===== config.mk =====
export PLATFORM = sky130hd
export DESIGN_NAME = pev_core
export DESIGN_NICKNAME = d
export VERILOG_FILES = /design/src/hdl/pev_core.v
export VERILOG_INCLUDE_DIRS = /design/src /design/src/hdl
export SDC_FILE = /design/constraint.sdc
export NUM_CORES = 2
export LEC_CHECK = 0
export BUFFER_PORTS_ARGS = -buffer_cell sky130_fd_sc_hd__buf_2
export CORE_AREA = 3 3 339 274
export CTS_CLUSTER_DIAMETER = 150
export DETAILED_ROUTE_END_ITERATION = 7
export DIE_AREA = 0 0 342 277
export GPL_TIMING_DRIVEN = 0
export HOLD_SLACK_MARGIN = 0.06
export PLACE_DENSITY_LB_ADDON = 0.08
export SLEW_MARGIN = 20
export SYNTH_ARGS = -nofsm -noshare
export SYNTH_HDL_FRONTEND = slang
export SYNTH_SLANG_ARGS = --single-unit

===== constraint.sdc =====
create_clock -name i_core_clk -period 2.6 [get_ports i_core_clk]
set_input_delay 0.39 -clock i_core_clk [delete_from_list [all_inputs] [get_ports i_core_clk]]
set_output_delay 0.39 -clock i_core_clk [all_outputs]
set_load 0.03 [all_outputs]

===== src/hdl/pev_regs.vh =====
// constants for the privileged entry vectoring block
`ifndef PEV_REGS_VH
`define PEV_REGS_VH

// ***********************************************
// register offsets on the plain register port
// ***********************************************
`define PEV_ADDR_W 8
`define PEV_OFF_BASE 8'h00
`define PEV_OFF_FETCH_CTL 8'h08
`define PEV_OFF_MODE 8'h10
`define PEV_OFF_FCS_VIS 8'h18
`define PEV_OFF_EXC_ADDR 8'h20
`define PEV_OFF_STATUS 8'h28
`define PEV_OFF_FCS_FIRST 8'h30

// ***********************************************
// field positions and reset values
// ***********************************************
`define PEV_CTL_SHADOW_BIT 1
`define PEV_CTL_HWINSTR_BIT 2
`define PEV_BASE_RESET 64'h0000000000000000
`define PEV_FCS_RESET 64'h0000000000000000
`define PEV_MODE_KERNEL 2'h0
`define PEV_FPE_W 6
`define PEV_FCS_STAT_LSB 52
`define PEV_FCS_TEN_LSB 0
`define PEV_LINK_SLOT 3'h7

// ***********************************************
// exception type codes
// ***********************************************
`define PEV_EXC_DTBM_DBL3 4'h0
`define PEV_EXC_DTBM_DBL4 4'h1
`define PEV_EXC_FP_OFF 4'h2
`define PEV_EXC_MISALIGN 4'h3
`define PEV_EXC_DTBM_SINGLE 4'h4
`define PEV_EXC_DATA_FLT 4'h5
`define PEV_EXC_ILL_OPC 4'h6
`define PEV_EXC_INSTR_ACV 4'h7
`define PEV_EXC_MACH_CHK 4'h8
`define PEV_EXC_INSTR_MISS 4'h9
`define PEV_EXC_MATH 4'ha
`define PEV_EXC_INTR 4'hb
`define PEV_EXC_FCS_WRITE 4'hc
`define PEV_EXC_RESET 4'hd

// ***********************************************
// entry offsets from the firmware base
// ***********************************************
`define PEV_ENT_DTBM_DBL3 15'h0100
`define PEV_ENT_DTBM_DBL4 15'h0180
`define PEV_ENT_FP_OFF 15'h0200
`define PEV_ENT_MISALIGN 15'h0280
`define PEV_ENT_DTBM_SINGLE 15'h0300
`define PEV_ENT_DATA_FLT 15'h0380
`define PEV_ENT_ILL_OPC 15'h0400
`define PEV_ENT_INSTR_ACV 15'h0480
`define PEV_ENT_MACH_CHK 15'h0500
`define PEV_ENT_INSTR_MISS 15'h0580
`define PEV_ENT_MATH 15'h0600
`define PEV_ENT_INTR 15'h0680
`define PEV_ENT_FCS_WRITE 15'h0700
`define PEV_ENT_RESET 15'h0780
`define PEV_ENT_CALL_PRIV 15'h2000
`define PEV_ENT_CALL_UNPRIV 15'h3000

`endif


===== src/hdl/pev_core.v =====
// privileged firmware entry vectoring, shadow registers, fp control
// What this block does
// - privileged mode with shadow bit 1 set maps eight shadows on R4-7, R20-23
// - privileged call writes next instruction address into shadow R23
// - linkage bit 0 set when call came from privileged mode
// - call acts as jump: one bubble cycle, then fetch from entry
// - privileged call pushes return address onto return prediction stack
// - privileged calls enter at offset 2000, unprivileged at 3000
// - call code 40-7F or above BF goes to illegal opcode entry
// - call code 00-3F outside kernel mode goes to illegal opcode entry
// - legal call entry keeps base bits 63:15, bit 14 zero, bit 13 one
// - entry bit 12 from code bit 7, bits 11:6 from code 5:0, bit 0 one
// - exception stores return address and pushes it on prediction stack
// - exception redirects fetch to base plus offset chosen by type
// - pte fetch miss to 100 or 180, plain data miss to 300
// - fp disabled 200, unaligned 280, data fault 380
// - illegal opcodes and formats go to 400
// - instruction access violation 480, instruction miss 580
// - machine check 500, interrupts 680, reset or wake 780
// - arithmetic trap 600, fp control write issue traps to 700
// - fp exception traps when status bit clear or trap enabled
// - fp control write loads first latch, second latch at retire
// - the write traps to its own entry at the same edge that loads the first latch
// - fp control read is served straight from the visible latch
//
// Decided for this implementation: the placing of the registers and strobed register access.
`timescale 1ns/100ps
`include "pev_regs.vh"

module pev_core #(
	parameter [63:0] BASE_RESET = `PEV_BASE_RESET
) (
	// clock and reset
	input wire i_core_clk,
	input wire i_reset_n,
	// register port
	input wire [`PEV_ADDR_W-1:0] i_reg_addr,
	input wire [63:0] i_reg_wdata,
	input wire i_reg_wr,
	input wire i_reg_rd,
	output reg [63:0] o_reg_rdata,
	// privileged call from fetch
	input wire i_call_valid,
	input wire [63:0] i_call_pc,
	input wire [7:0] i_call_func,
	// exception and trap events
	input wire i_exc_valid,
	input wire [3:0] i_exc_type,
	input wire [63:0] i_evt_pc,
	input wire i_op_valid,
	input wire [5:0] i_opcode,
	input wire i_ext_prec,
	input wire i_unimpl_func,
	input wire i_fpe_valid,
	input wire [`PEV_FPE_W-1:0] i_fpe_bits,
	// fp control write and firmware return
	input wire i_fpcw_issue,
	input wire [63:0] i_fpcw_data,
	input wire i_fpcw_retire,
	input wire i_fw_ret_valid,
	input wire [63:0] i_fw_ret_pc,
	// integer register overlay
	input wire [4:0] i_sh_rd_idx,
	input wire i_sh_wr_en,
	input wire [4:0] i_sh_wr_idx,
	input wire [63:0] i_sh_wr_data,
	output wire o_sh_rd_hit,
	output wire o_sh_wr_hit,
	output reg [63:0] o_sh_rd_data,
	// fetch redirect and prediction stack
	output reg o_fetch_bubble,
	output reg o_redirect_valid,
	output reg [63:0] o_redirect_pc,
	output reg o_ras_push,
	output reg [63:0] o_ras_addr,
	// visible state
	output wire o_priv_mode,
	output wire [63:0] o_fcs_value
);

	// ***********************************************
	// functions
	// ***********************************************
	// returns {hit, slot}; slot = {idx[4], idx[1:0]}
	function [3:0] shadow_map;
		input en;
		input [4:0] idx;
		begin
			shadow_map = {en & (idx[3:2] == 2'b01),
				idx[4], idx[1:0]};
		end
	endfunction

	function [14:0] exc_offset;
		input [3:0] t;
		begin
			case (t)
			`PEV_EXC_DTBM_DBL3: exc_offset = `PEV_ENT_DTBM_DBL3;
			`PEV_EXC_DTBM_DBL4: exc_offset = `PEV_ENT_DTBM_DBL4;
			`PEV_EXC_DTBM_SINGLE: exc_offset = `PEV_ENT_DTBM_SINGLE;
			`PEV_EXC_FP_OFF: exc_offset = `PEV_ENT_FP_OFF;
			`PEV_EXC_MISALIGN: exc_offset = `PEV_ENT_MISALIGN;
			`PEV_EXC_DATA_FLT: exc_offset = `PEV_ENT_DATA_FLT;
			`PEV_EXC_ILL_OPC: exc_offset = `PEV_ENT_ILL_OPC;
			`PEV_EXC_INSTR_ACV: exc_offset = `PEV_ENT_INSTR_ACV;
			`PEV_EXC_INSTR_MISS: exc_offset = `PEV_ENT_INSTR_MISS;
			`PEV_EXC_MACH_CHK: exc_offset = `PEV_ENT_MACH_CHK;
			`PEV_EXC_INTR: exc_offset = `PEV_ENT_INTR;
			`PEV_EXC_RESET: exc_offset = `PEV_ENT_RESET;
			`PEV_EXC_MATH: exc_offset = `PEV_ENT_MATH;
			`PEV_EXC_FCS_WRITE: exc_offset = `PEV_ENT_FCS_WRITE;
			default: exc_offset = `PEV_ENT_ILL_OPC;
			endcase
		end
	endfunction

	// ***********************************************
	// state
	// ***********************************************
	reg [63:0] base_reg;
	reg [2:0] fetch_ctl_reg;
	reg [1:0] mode_reg;
	reg priv_reg;
	reg reset_pend_reg;
	reg [63:0] exc_addr_reg;
	reg [63:0] fcs_first_reg;
	reg [63:0] fcs_vis_reg;
	reg call_pend_reg;
	reg [63:0] call_tgt_reg;
	reg [63:0] call_ret_reg;
	reg [14:0] last_off_reg;
	reg [63:0] shadow_mem [0:7];

	wire shadow_bit = fetch_ctl_reg[`PEV_CTL_SHADOW_BIT];
	wire hw_instr_en = fetch_ctl_reg[`PEV_CTL_HWINSTR_BIT];
	wire sh_en = priv_reg & shadow_bit;
	wire [3:0] rd_map = shadow_map(sh_en, i_sh_rd_idx);
	wire [3:0] wr_map = shadow_map(sh_en, i_sh_wr_idx);

	assign o_sh_rd_hit = rd_map[3];
	assign o_sh_wr_hit = wr_map[3];
	assign o_priv_mode = priv_reg;
	assign o_fcs_value = fcs_vis_reg;

	// ***********************************************
	// event decode
	// ***********************************************
	wire [1:0] fhi = i_call_func[7:6];
	// codes 40-7f and c0-ff are never callable
	wire call_bad = (fhi == 2'b01) | (fhi == 2'b11) |
		((fhi == 2'b00) & (mode_reg != `PEV_MODE_KERNEL));
	wire call_ok = i_call_valid & ~call_bad;
	wire call_ill = i_call_valid & call_bad;

	wire op_hw = (i_opcode == 6'h19) | (i_opcode == 6'h1b) |
		(i_opcode == 6'h1d) | (i_opcode == 6'h1e) |
		(i_opcode == 6'h1f);
	wire op_ill = i_op_valid & (((i_opcode >= 6'h01) &
		(i_opcode <= 6'h07)) | (op_hw & ~(priv_reg & hw_instr_en)) |
		i_ext_prec | i_unimpl_func);

	wire [`PEV_FPE_W-1:0] fp_stat =
		fcs_vis_reg[`PEV_FCS_STAT_LSB +: `PEV_FPE_W];
	wire [`PEV_FPE_W-1:0] fp_ten =
		fcs_vis_reg[`PEV_FCS_TEN_LSB +: `PEV_FPE_W];
	// a clear status bit also traps so firmware can record it
	wire fpe_trap = i_fpe_valid &
		(|(i_fpe_bits & (~fp_stat | fp_ten)));

	// one vector per cycle; only the pending reset vector takes precedence over external exceptions
	reg evt;
	reg [3:0] evt_type;
	always @* begin
		evt = 1'b1;
		evt_type = `PEV_EXC_ILL_OPC;
		if (reset_pend_reg) begin
			evt_type = `PEV_EXC_RESET;
		end else if (i_exc_valid) begin
			evt_type = i_exc_type;
		end else if (fpe_trap) begin
			evt_type = `PEV_EXC_MATH;
		end else if (i_fpcw_issue) begin
			evt_type = `PEV_EXC_FCS_WRITE;
		end else if (op_ill | call_ill) begin
			evt_type = `PEV_EXC_ILL_OPC;
		end else begin
			evt = 1'b0;
		end
	end

	wire [14:0] evt_off = exc_offset(evt_type);
	wire [63:0] evt_entry = {base_reg[63:15], evt_off[14:1],
		1'b1};
	wire [63:0] call_entry = {base_reg[63:15], 1'b0, 1'b1,
		i_call_func[7], i_call_func[5:0], 5'h00, 1'b1};
	wire [63:0] call_next = i_call_pc + 64'h0000000000000004;

	// ***********************************************
	// vectoring and mode
	// ***********************************************
	always @(posedge i_core_clk or negedge i_reset_n) begin
		if (!i_reset_n) begin
			reset_pend_reg <= 1'b1;
			priv_reg <= 1'b1;
			exc_addr_reg <= 64'h0000000000000000;
			call_pend_reg <= 1'b0;
			call_tgt_reg <= 64'h0000000000000000;
			call_ret_reg <= 64'h0000000000000000;
			last_off_reg <= 15'h0000;
			o_fetch_bubble <= 1'b0;
			o_redirect_valid <= 1'b0;
			o_redirect_pc <= 64'h0000000000000000;
			o_ras_push <= 1'b0;
			o_ras_addr <= 64'h0000000000000000;
		end else begin
			reset_pend_reg <= 1'b0;
			o_fetch_bubble <= 1'b0;
			o_redirect_valid <= 1'b0;
			o_ras_push <= 1'b0;
			call_pend_reg <= 1'b0;
			if (i_fw_ret_valid) begin
				priv_reg <= i_fw_ret_pc[0];
			end
			if (evt) begin
				// a trap in the bubble cycle kills the pending call
				o_redirect_valid <= 1'b1;
				o_redirect_pc <= evt_entry;
				last_off_reg <= evt_off;
				priv_reg <= 1'b1;
				if (!reset_pend_reg) begin
					exc_addr_reg <= i_evt_pc;
					o_ras_push <= 1'b1;
					o_ras_addr <= i_evt_pc;
				end
				if (call_ill & ~reset_pend_reg & ~i_exc_valid &
					~fpe_trap & ~i_fpcw_issue & ~op_ill) begin
					exc_addr_reg <= i_call_pc;
					o_ras_addr <= i_call_pc;
				end
			end else if (call_pend_reg) begin
				o_redirect_valid <= 1'b1;
				o_redirect_pc <= call_tgt_reg;
				last_off_reg <= call_tgt_reg[14:0];
				priv_reg <= 1'b1;
			end else if (call_ok) begin
				// jump without abort: bubble now, redirect next
				call_pend_reg <= 1'b1;
				call_tgt_reg <= call_entry;
				call_ret_reg <= {call_next[63:1],
					priv_reg};
				o_fetch_bubble <= 1'b1;
				o_ras_push <= 1'b1;
				o_ras_addr <= call_next;
			end
		end
	end

	// ***********************************************
	// shadow scratch registers
	// ***********************************************
	// the linkage write wins over a same-cycle pipeline write to R23
	wire link_we = call_ok & ~evt & ~call_pend_reg;
	genvar g;
	generate
		for (g = 0; g < 8; g = g + 1) begin : g_sh
			always @(posedge i_core_clk or negedge i_reset_n) begin
				if (!i_reset_n) begin
					shadow_mem[g] <= 64'h0000000000000000;
				end else if (link_we &&
					(g == `PEV_LINK_SLOT)) begin
					shadow_mem[g] <= {call_next[63:1],
						priv_reg};
				end else if (i_sh_wr_en && wr_map[3] &&
					(wr_map[2:0] == g)) begin
					shadow_mem[g] <= i_sh_wr_data;
				end
			end
		end
	endgenerate

	always @(posedge i_core_clk or negedge i_reset_n) begin
		if (!i_reset_n) begin
			o_sh_rd_data <= 64'h0000000000000000;
		end else begin
			o_sh_rd_data <= rd_map[3] ?
				shadow_mem[rd_map[2:0]] : 64'h0000000000000000;
		end
	end

	// ***********************************************
	// floating-point control latches
	// ***********************************************
	always @(posedge i_core_clk or negedge i_reset_n) begin
		if (!i_reset_n) begin
			fcs_first_reg <= `PEV_FCS_RESET;
			fcs_vis_reg <= `PEV_FCS_RESET;
		end else begin
			// the first latch reaches readers only through the register port at PEV_OFF_FCS_FIRST
			if (i_fpcw_issue) begin
				fcs_first_reg <= i_fpcw_data;
			end
			// no scoreboard here; firmware orders readers
			// same-cycle issue and retire forwards the new value
			if (i_fpcw_retire) begin
				fcs_vis_reg <= i_fpcw_issue ?
					i_fpcw_data : fcs_first_reg;
			end
		end
	end

	// ***********************************************
	// register port
	// ***********************************************
	// unmapped and read-only offsets ignore writes
	always @(posedge i_core_clk or negedge i_reset_n) begin
		if (!i_reset_n) begin
			base_reg <= BASE_RESET;
			fetch_ctl_reg <= 3'h0;
			mode_reg <= `PEV_MODE_KERNEL;
		end else if (i_reg_wr) begin
			case (i_reg_addr)
			`PEV_OFF_BASE: begin
				base_reg <= i_reg_wdata;
			end
			`PEV_OFF_FETCH_CTL: begin
				fetch_ctl_reg <= i_reg_wdata[2:0];
			end
			`PEV_OFF_MODE: begin
				mode_reg <= i_reg_wdata[1:0];
			end
			default: ;
			endcase
		end
	end

	always @(posedge i_core_clk or negedge i_reset_n) begin
		if (!i_reset_n) begin
			o_reg_rdata <= 64'h0000000000000000;
		end else if (i_reg_rd) begin
			case (i_reg_addr)
			`PEV_OFF_BASE: begin
				o_reg_rdata <= base_reg;
			end
			`PEV_OFF_FETCH_CTL: begin
				o_reg_rdata <= {61'h0, fetch_ctl_reg};
			end
			`PEV_OFF_MODE: begin
				o_reg_rdata <= {62'h0, mode_reg};
			end
			`PEV_OFF_FCS_VIS: begin
				o_reg_rdata <= fcs_vis_reg;
			end
			`PEV_OFF_FCS_FIRST: begin
				o_reg_rdata <= fcs_first_reg;
			end
			`PEV_OFF_EXC_ADDR: begin
				o_reg_rdata <= exc_addr_reg;
			end
			`PEV_OFF_STATUS: begin
				o_reg_rdata <= {32'h0, 1'b0,
					last_off_reg, 14'h0,
					call_pend_reg, priv_reg};
			end
			default: begin
				o_reg_rdata <= 64'h0000000000000000;
			end
			endcase
		end else begin
			o_reg_rdata <= 64'h0000000000000000;
		end
	end

endmodule // pev_core


* After elaboration in Yosys (flattened, before gate mapping)
Memories as Yosys holds them, arrays and structs flattened.
Cells that the tools add are included.
** Word-level totals
- Input port bits :: 440
- ROM bits :: 64
- Memories kept :: 1
- Output and inout bits :: 326
- Word-level logic and storage cells :: 157
- Register bits after elaboration :: 1107
** Memories
- (name not given) :: words 16, bits a word 4, read ports 1, clocked after memory_dff 0, wr ports 0, line pev_core.v:97 : case (t)
** Cells by class
- Eq/ne operators :: 25
- Muxes and demuxes :: 37
- Bitwise logic cells :: 41
- Magnitude comparators :: 3
- Reduce and logical (&&, ||, !) cells :: 24
- Add/sub/neg operators :: 1
** Operator list (number)
- $mux W64 :: 14
- $pmux W64 S7 :: 1
- $bmux W64 S3 :: 1
- $add A64 B3 Y64 const B :: 1
- $eq A6 B5 Y1 const B :: 5
- $mux W15 :: 2
- $eq A8 B6 Y1 const B :: 3
- $and A1 B1 Y1 :: 18
- $eq A8 B5 Y1 const B :: 2
- $mux W4 :: 4
- $mux W1 :: 15
- $eq A3 B3 Y1 const B :: 4
- $or A1 B1 Y1 :: 10
- $logic_and A1 B1 Y1 :: 9
- $not A1 Y1 :: 9
- $eq A8 B4 Y1 const B :: 1
- $logic_not A8 Y1 :: 1
- $reduce_and A2 Y1 :: 4
- $reduce_bool A2 Y1 :: 4
- $and A6 B6 Y6 :: 1
- $eq A2 B1 Y1 const B :: 3
- $eq A3 B2 Y1 const B :: 2
- $ge A6 B1 Y1 const B :: 1
- $le A6 B3 Y1 const B :: 1
- other kinds (13) :: 15

* Longest topological paths before layout
- Depth after elaboration :: 20
- Depth in mapped cells :: 10
- Mapped depth without buffers :: 8

* Least setup slack after synthesis
OpenSTA, ideal clock, no wires.
- Kind :: register to register
- Start :: register priv_reg, in the netlist o_priv_mode
- End :: register shadow_mem[387] (netlist bit)
- Clock period less this slack :: 2.464 ns
- Setup slack :: 0.136 ns
- Data required time :: 2.475 ns
- Arrival :: 2.339 ns
- Cell stages (with the launch flop) :: 7
- Cells stage by stage :: dfstp_2 and4b_1 nand3b_1 nor3b_1 clkbuf_1 buf_2 mux2_2
** Between the ends
- Cells in the longest elaborated chain, start to end :: 4
** RTL lines
- start: declaration :: line pev_core.v:123 : reg priv_reg;
- start signal: assignment :: line pev_core.v:222 : priv_reg <= i_fw_ret_pc[0];
- $and A1 B1 Y1 :: line pev_core.v:136 : wire sh_en = priv_reg & shadow_bit;
- $and A1 B1 Y1 :: line pev_core.v:89 : shadow_map = {en & (idx[3:2] == 2'b01),
- net o_sh_wr_hit :: line pev_core.v:68 : output wire o_sh_wr_hit,
- $logic_and A1 B1 Y1 (2 in a row) :: line pev_core.v:273 : end else if (i_sh_wr_en && wr_map[3] &&
- end signal: indexed assignment :: line pev_core.v:271 : shadow_mem[g] <= {call_next[63:1],
- end signal: indexed assignment :: line pev_core.v:275 : shadow_mem[g] <= i_sh_wr_data;
- end: declaration :: line pev_core.v:132 : reg [63:0] shadow_mem [0:7];
The timed path passes the listed nets, and every way through them passes these cells.
A chain may end at the register's enable or synchronous reset.

* Worst setup path in the final report
- Start :: input i_call_pc[2]
- End :: register shadow_mem[47] (netlist bit)
** Between the ends
- Cells in the longest elaborated chain, start to end :: 2
** RTL lines
- start: declaration :: line pev_core.v:44 : input wire [63:0] i_call_pc,
- $add A64 B3 Y64 :: line pev_core.v:196 : wire [63:0] call_next = i_call_pc + 64'h0000000000000004;
- $mux W64 :: line pev_core.v:269 : end else if (link_we &&
Every way passes these cells.

==> flow_metrics.py <==
metrics = {
    "outcome": {
        "status": "complete, but fails checks",
        "violations": "negative setup slack",
    },
    "timing": {
        "skew_ns": 0.03097,
        "slew_headroom_pct": 18.96,
        "rsz0062_at_grt": "yes",
        "timing.final.setup_violations": 3,
        "max_freq_ghz": 0.3723,
        "whs_ns": 0.08607,
        "maxSlewViolCount": 0,
        "worstMarginPinSlew_ns": 1.216,
        "fin_crit_sh_pct": 103.3,
        "final.min_clock_period_ns": 2.686,
        "worst_slack_ns": -0.08615,
        "hold_violations": 0,
    },
    "clock_tree": {
        "cts.path.max_buffers": 3,
        "root_buffer": "clkbuf_16",
        "htree_levels": 3,
        "numCtsBuffers": 107,
        "clock-sinks": 1085,
        "clkTransAtPathRegs_ns": 0.06,
        "cts_tree": "yes",
        "clk_latency_ns": 0.70,
    },
    "placement": {
        "io_buffers": 665,
        "dp_slack_ns": -1.046,
        "dp.cells": 5726,
        "dp_hpwl_um": 130800,
        "gp_congestion": 0.9613,
    },
    "yosys": {
        "yosysTopAreaCell": "dfrtp_1",
        "synth_ff_type": "dfrtp_1",
        "ys_async_sr_fraction_pct": 100.0,
        "netlist_top_cells_count": "dfrtp_1 (1,083), mux2_2 (660), nand2_1 (373)",
        "synth-xor-area-share_pct": 1.568,
        "synth_cells": 3845,
        "syn-cell-area_mm2": 0.04917,
        "synth_seq_area_share_pct": 55.23,
        "yosysMostFrequentCell": "dfrtp_1",
        "synth_top_family_by_area": "multiplexers",
        "synthAdderAreaFrac_pct": 0.05090,
        "synth_seq_cells": 1085,
        "ys_warn_count": 0,
        "synth.area.top_cells": "dfrtp_1 (55%), mux2_2 (15%), mux4_2 (5.9%)",
        "synth-edff-count": 0,
        "ys_types": 68,
        "netlist.area_leader.share_pct": 55.12,
        "synthSimpleGateAreaFrac_pct": 7.571,
        "syn_avg_cell_area_um2": 12.79,
        "muxShareOfSynthArea_pct": 26.59,
        "synth-compound-area-share_pct": 6.237,
    },
    "floorplan": {
        "core-area_mm2": 0.08939,
        "num_io_pins": 766,
        "start_util_pct": 55.00,
        "die_w_um": 342,
        "dieArea_mm2": 0.09473,
        "die_h_um": 277,
        "std_cell_rows": 98,
    },
    "finish": {
        "area_growth_pct": 24.83,
        "fill_cells": 6754,
        "largest_reg_flops": 512,
        "final_nets": 5361,
        "regMostFlops": "shadow_mem",
        "layout-drive-gt1-share_pct": 38.57,
        "fin_cells": 6242,
    },
    "power": {
        "peakVddDrop_mv": 0.6288,
        "power_density_mw_per_mm2": 642.4,
        "p_leak_nw": 29.68,
    },
    "min_path": {
        "hold_path.class": "input pin to register",
        "min_from": "i_call_pc[59]",
    },
    "detailed_routing": {
        "via_per_inst": 6.056,
        "wirelength_um": 176700,
        "ant_nets": 0,
        "drtIter0Drc": 3593,
        "first_pass_iters": 8,
        "routed-via-count": 37799,
        "wl_per_cell_um": 28.31,
        "drc": 0,
    },
    "global_route": {
        "grtUsageTotal_pct": 36.66,
        "grt_pass1_wl_um": 255800,
        "antenna_found_initial": 55,
        "grt.overflow.total": 0,
        "grt_max_degree": 139,
        "grt_pass1_vias": 38089,
    },
    "setup_path": {
        "worstSetupEndpointType": "register",
        "criticalPathCategory": "input pin to register",
        "worstPathRequired_ns": 3.15,
        "startpoint": "i_call_pc[2]",
        "r2r_start": "o_priv_mode",
        "worstPathArrival_ns": 3.23,
        "critPathMaxFanout": 8,
        "worst_setup_path_start_kind": "input pin",
        "reg2reg_slack_ns": 0.04,
    },
    "run": {
        "drv_cap": 0,
    },
}
cell type report:
cell class                 count  area [µm²]  share of cell area [%]
antenna                       33       82.58                  0.1345
buffer                       279        1536                   2.503
clock buffer                 161        3221                   5.247
clock inverter                38       465.4                  0.7584
inverter                      11       46.29                 0.07543
multi-input combinational   2470       20890                   34.03
sequential                  1085       27160                   44.25
tap                         1200        1501                   2.446
timing repair buffer         965        6475                   10.55
worst max-delay path, cell delays in order:
cell     delay [ns]
buf_2          0.30
nand2_1        0.29
nor2_1         0.70
nand4_1        0.78
nor3_1         0.46
xnor2_1        0.20
o21ai_0        0.10
placed cells by master, fill, tap and decap left out, drive strengths merged, types with 55 or more instances in the layout:
| cell type | instances |
|---|---|
| dfrtp | 1083 |
| buf | 853 |
| mux2 | 671 |
| nand2 | 374 |
| clkbuf | 291 |
| mux2i | 263 |
| dlygate4sd3 | 261 |
| nor2 | 207 |
| a21oi | 157 |
| o21ai | 139 |
| mux4 | 128 |
| a22oi | 124 |
| xnor2 | 67 |
| nor3 | 56 |
| nand3 | 55 |
timing repair:
item                                   CTS  global route
setup endpoints to repair              721           499
gates cloned                             0             3
endpoints found under the hold margin  770             0
pin swaps                                6             4
resized for setup                      122            75
buffers inserted                        14            12
hold buffers                           261             0
path summary, 6_finish.rpt:
kind,endpoint,depth (start not counted)
max,shadow_mem[47],7
min,exc_addr_reg[59],3
max reg2reg,shadow_mem[299],7
min reg2reg,call_tgt_reg[18],2
max in group asynchronous,shadow_mem[343],5
min in group asynchronous,o_redirect_pc[48],2
power by group:
group | leakage [nW] | internal, W | total (W) | switching [W]
Sequential | 14.4 | 0.0178 | 0.0186 | 0.000753
Clock | 1.82 | 0.00928 | 0.0162 | 0.00689
Combinational | 13.4 | 0.00183 | 0.00468 | 0.00285
logic make-up after synthesis:
logic type,Yosys count
compound gates,501
other cells,1
simple gates,810
xor+xnor,88
buf+inv,296
mux,1062
fa+ha+maj,2
flops,1085
through the flow:
step                total power, W  TNS [ns]  util [%]  area [µm²]
floorplan                  0.02089         0         -       49190
global placement           0.02296         -     60.43       54020
detailed placement         0.02306   -384.37     60.74       54300
CTS                        0.03947   -0.3552     68.29       61040
global route               0.04064   -0.4220     68.61       61330
finish                     0.03943   -0.1765     68.66       61380
per-layer routing:
| metal | share of wire, % | up-vias | global-route usage, % | wire length (µm) |
|---|---|---|---|---|
| li1 | - | 16035 | - | - |
| met4 | 4.0 | 48 | 12.59 | 7124 |
| met2 | 43 | 1759 | 53.59 | 76790 |
| met5 | 0.17 | - | 0 | 308 |
| met3 | 11 | 387 | 11.79 | 18570 |
| met1 | 42 | 19570 | 51.88 | 73930 |
(Power assumes the default switching activity.)
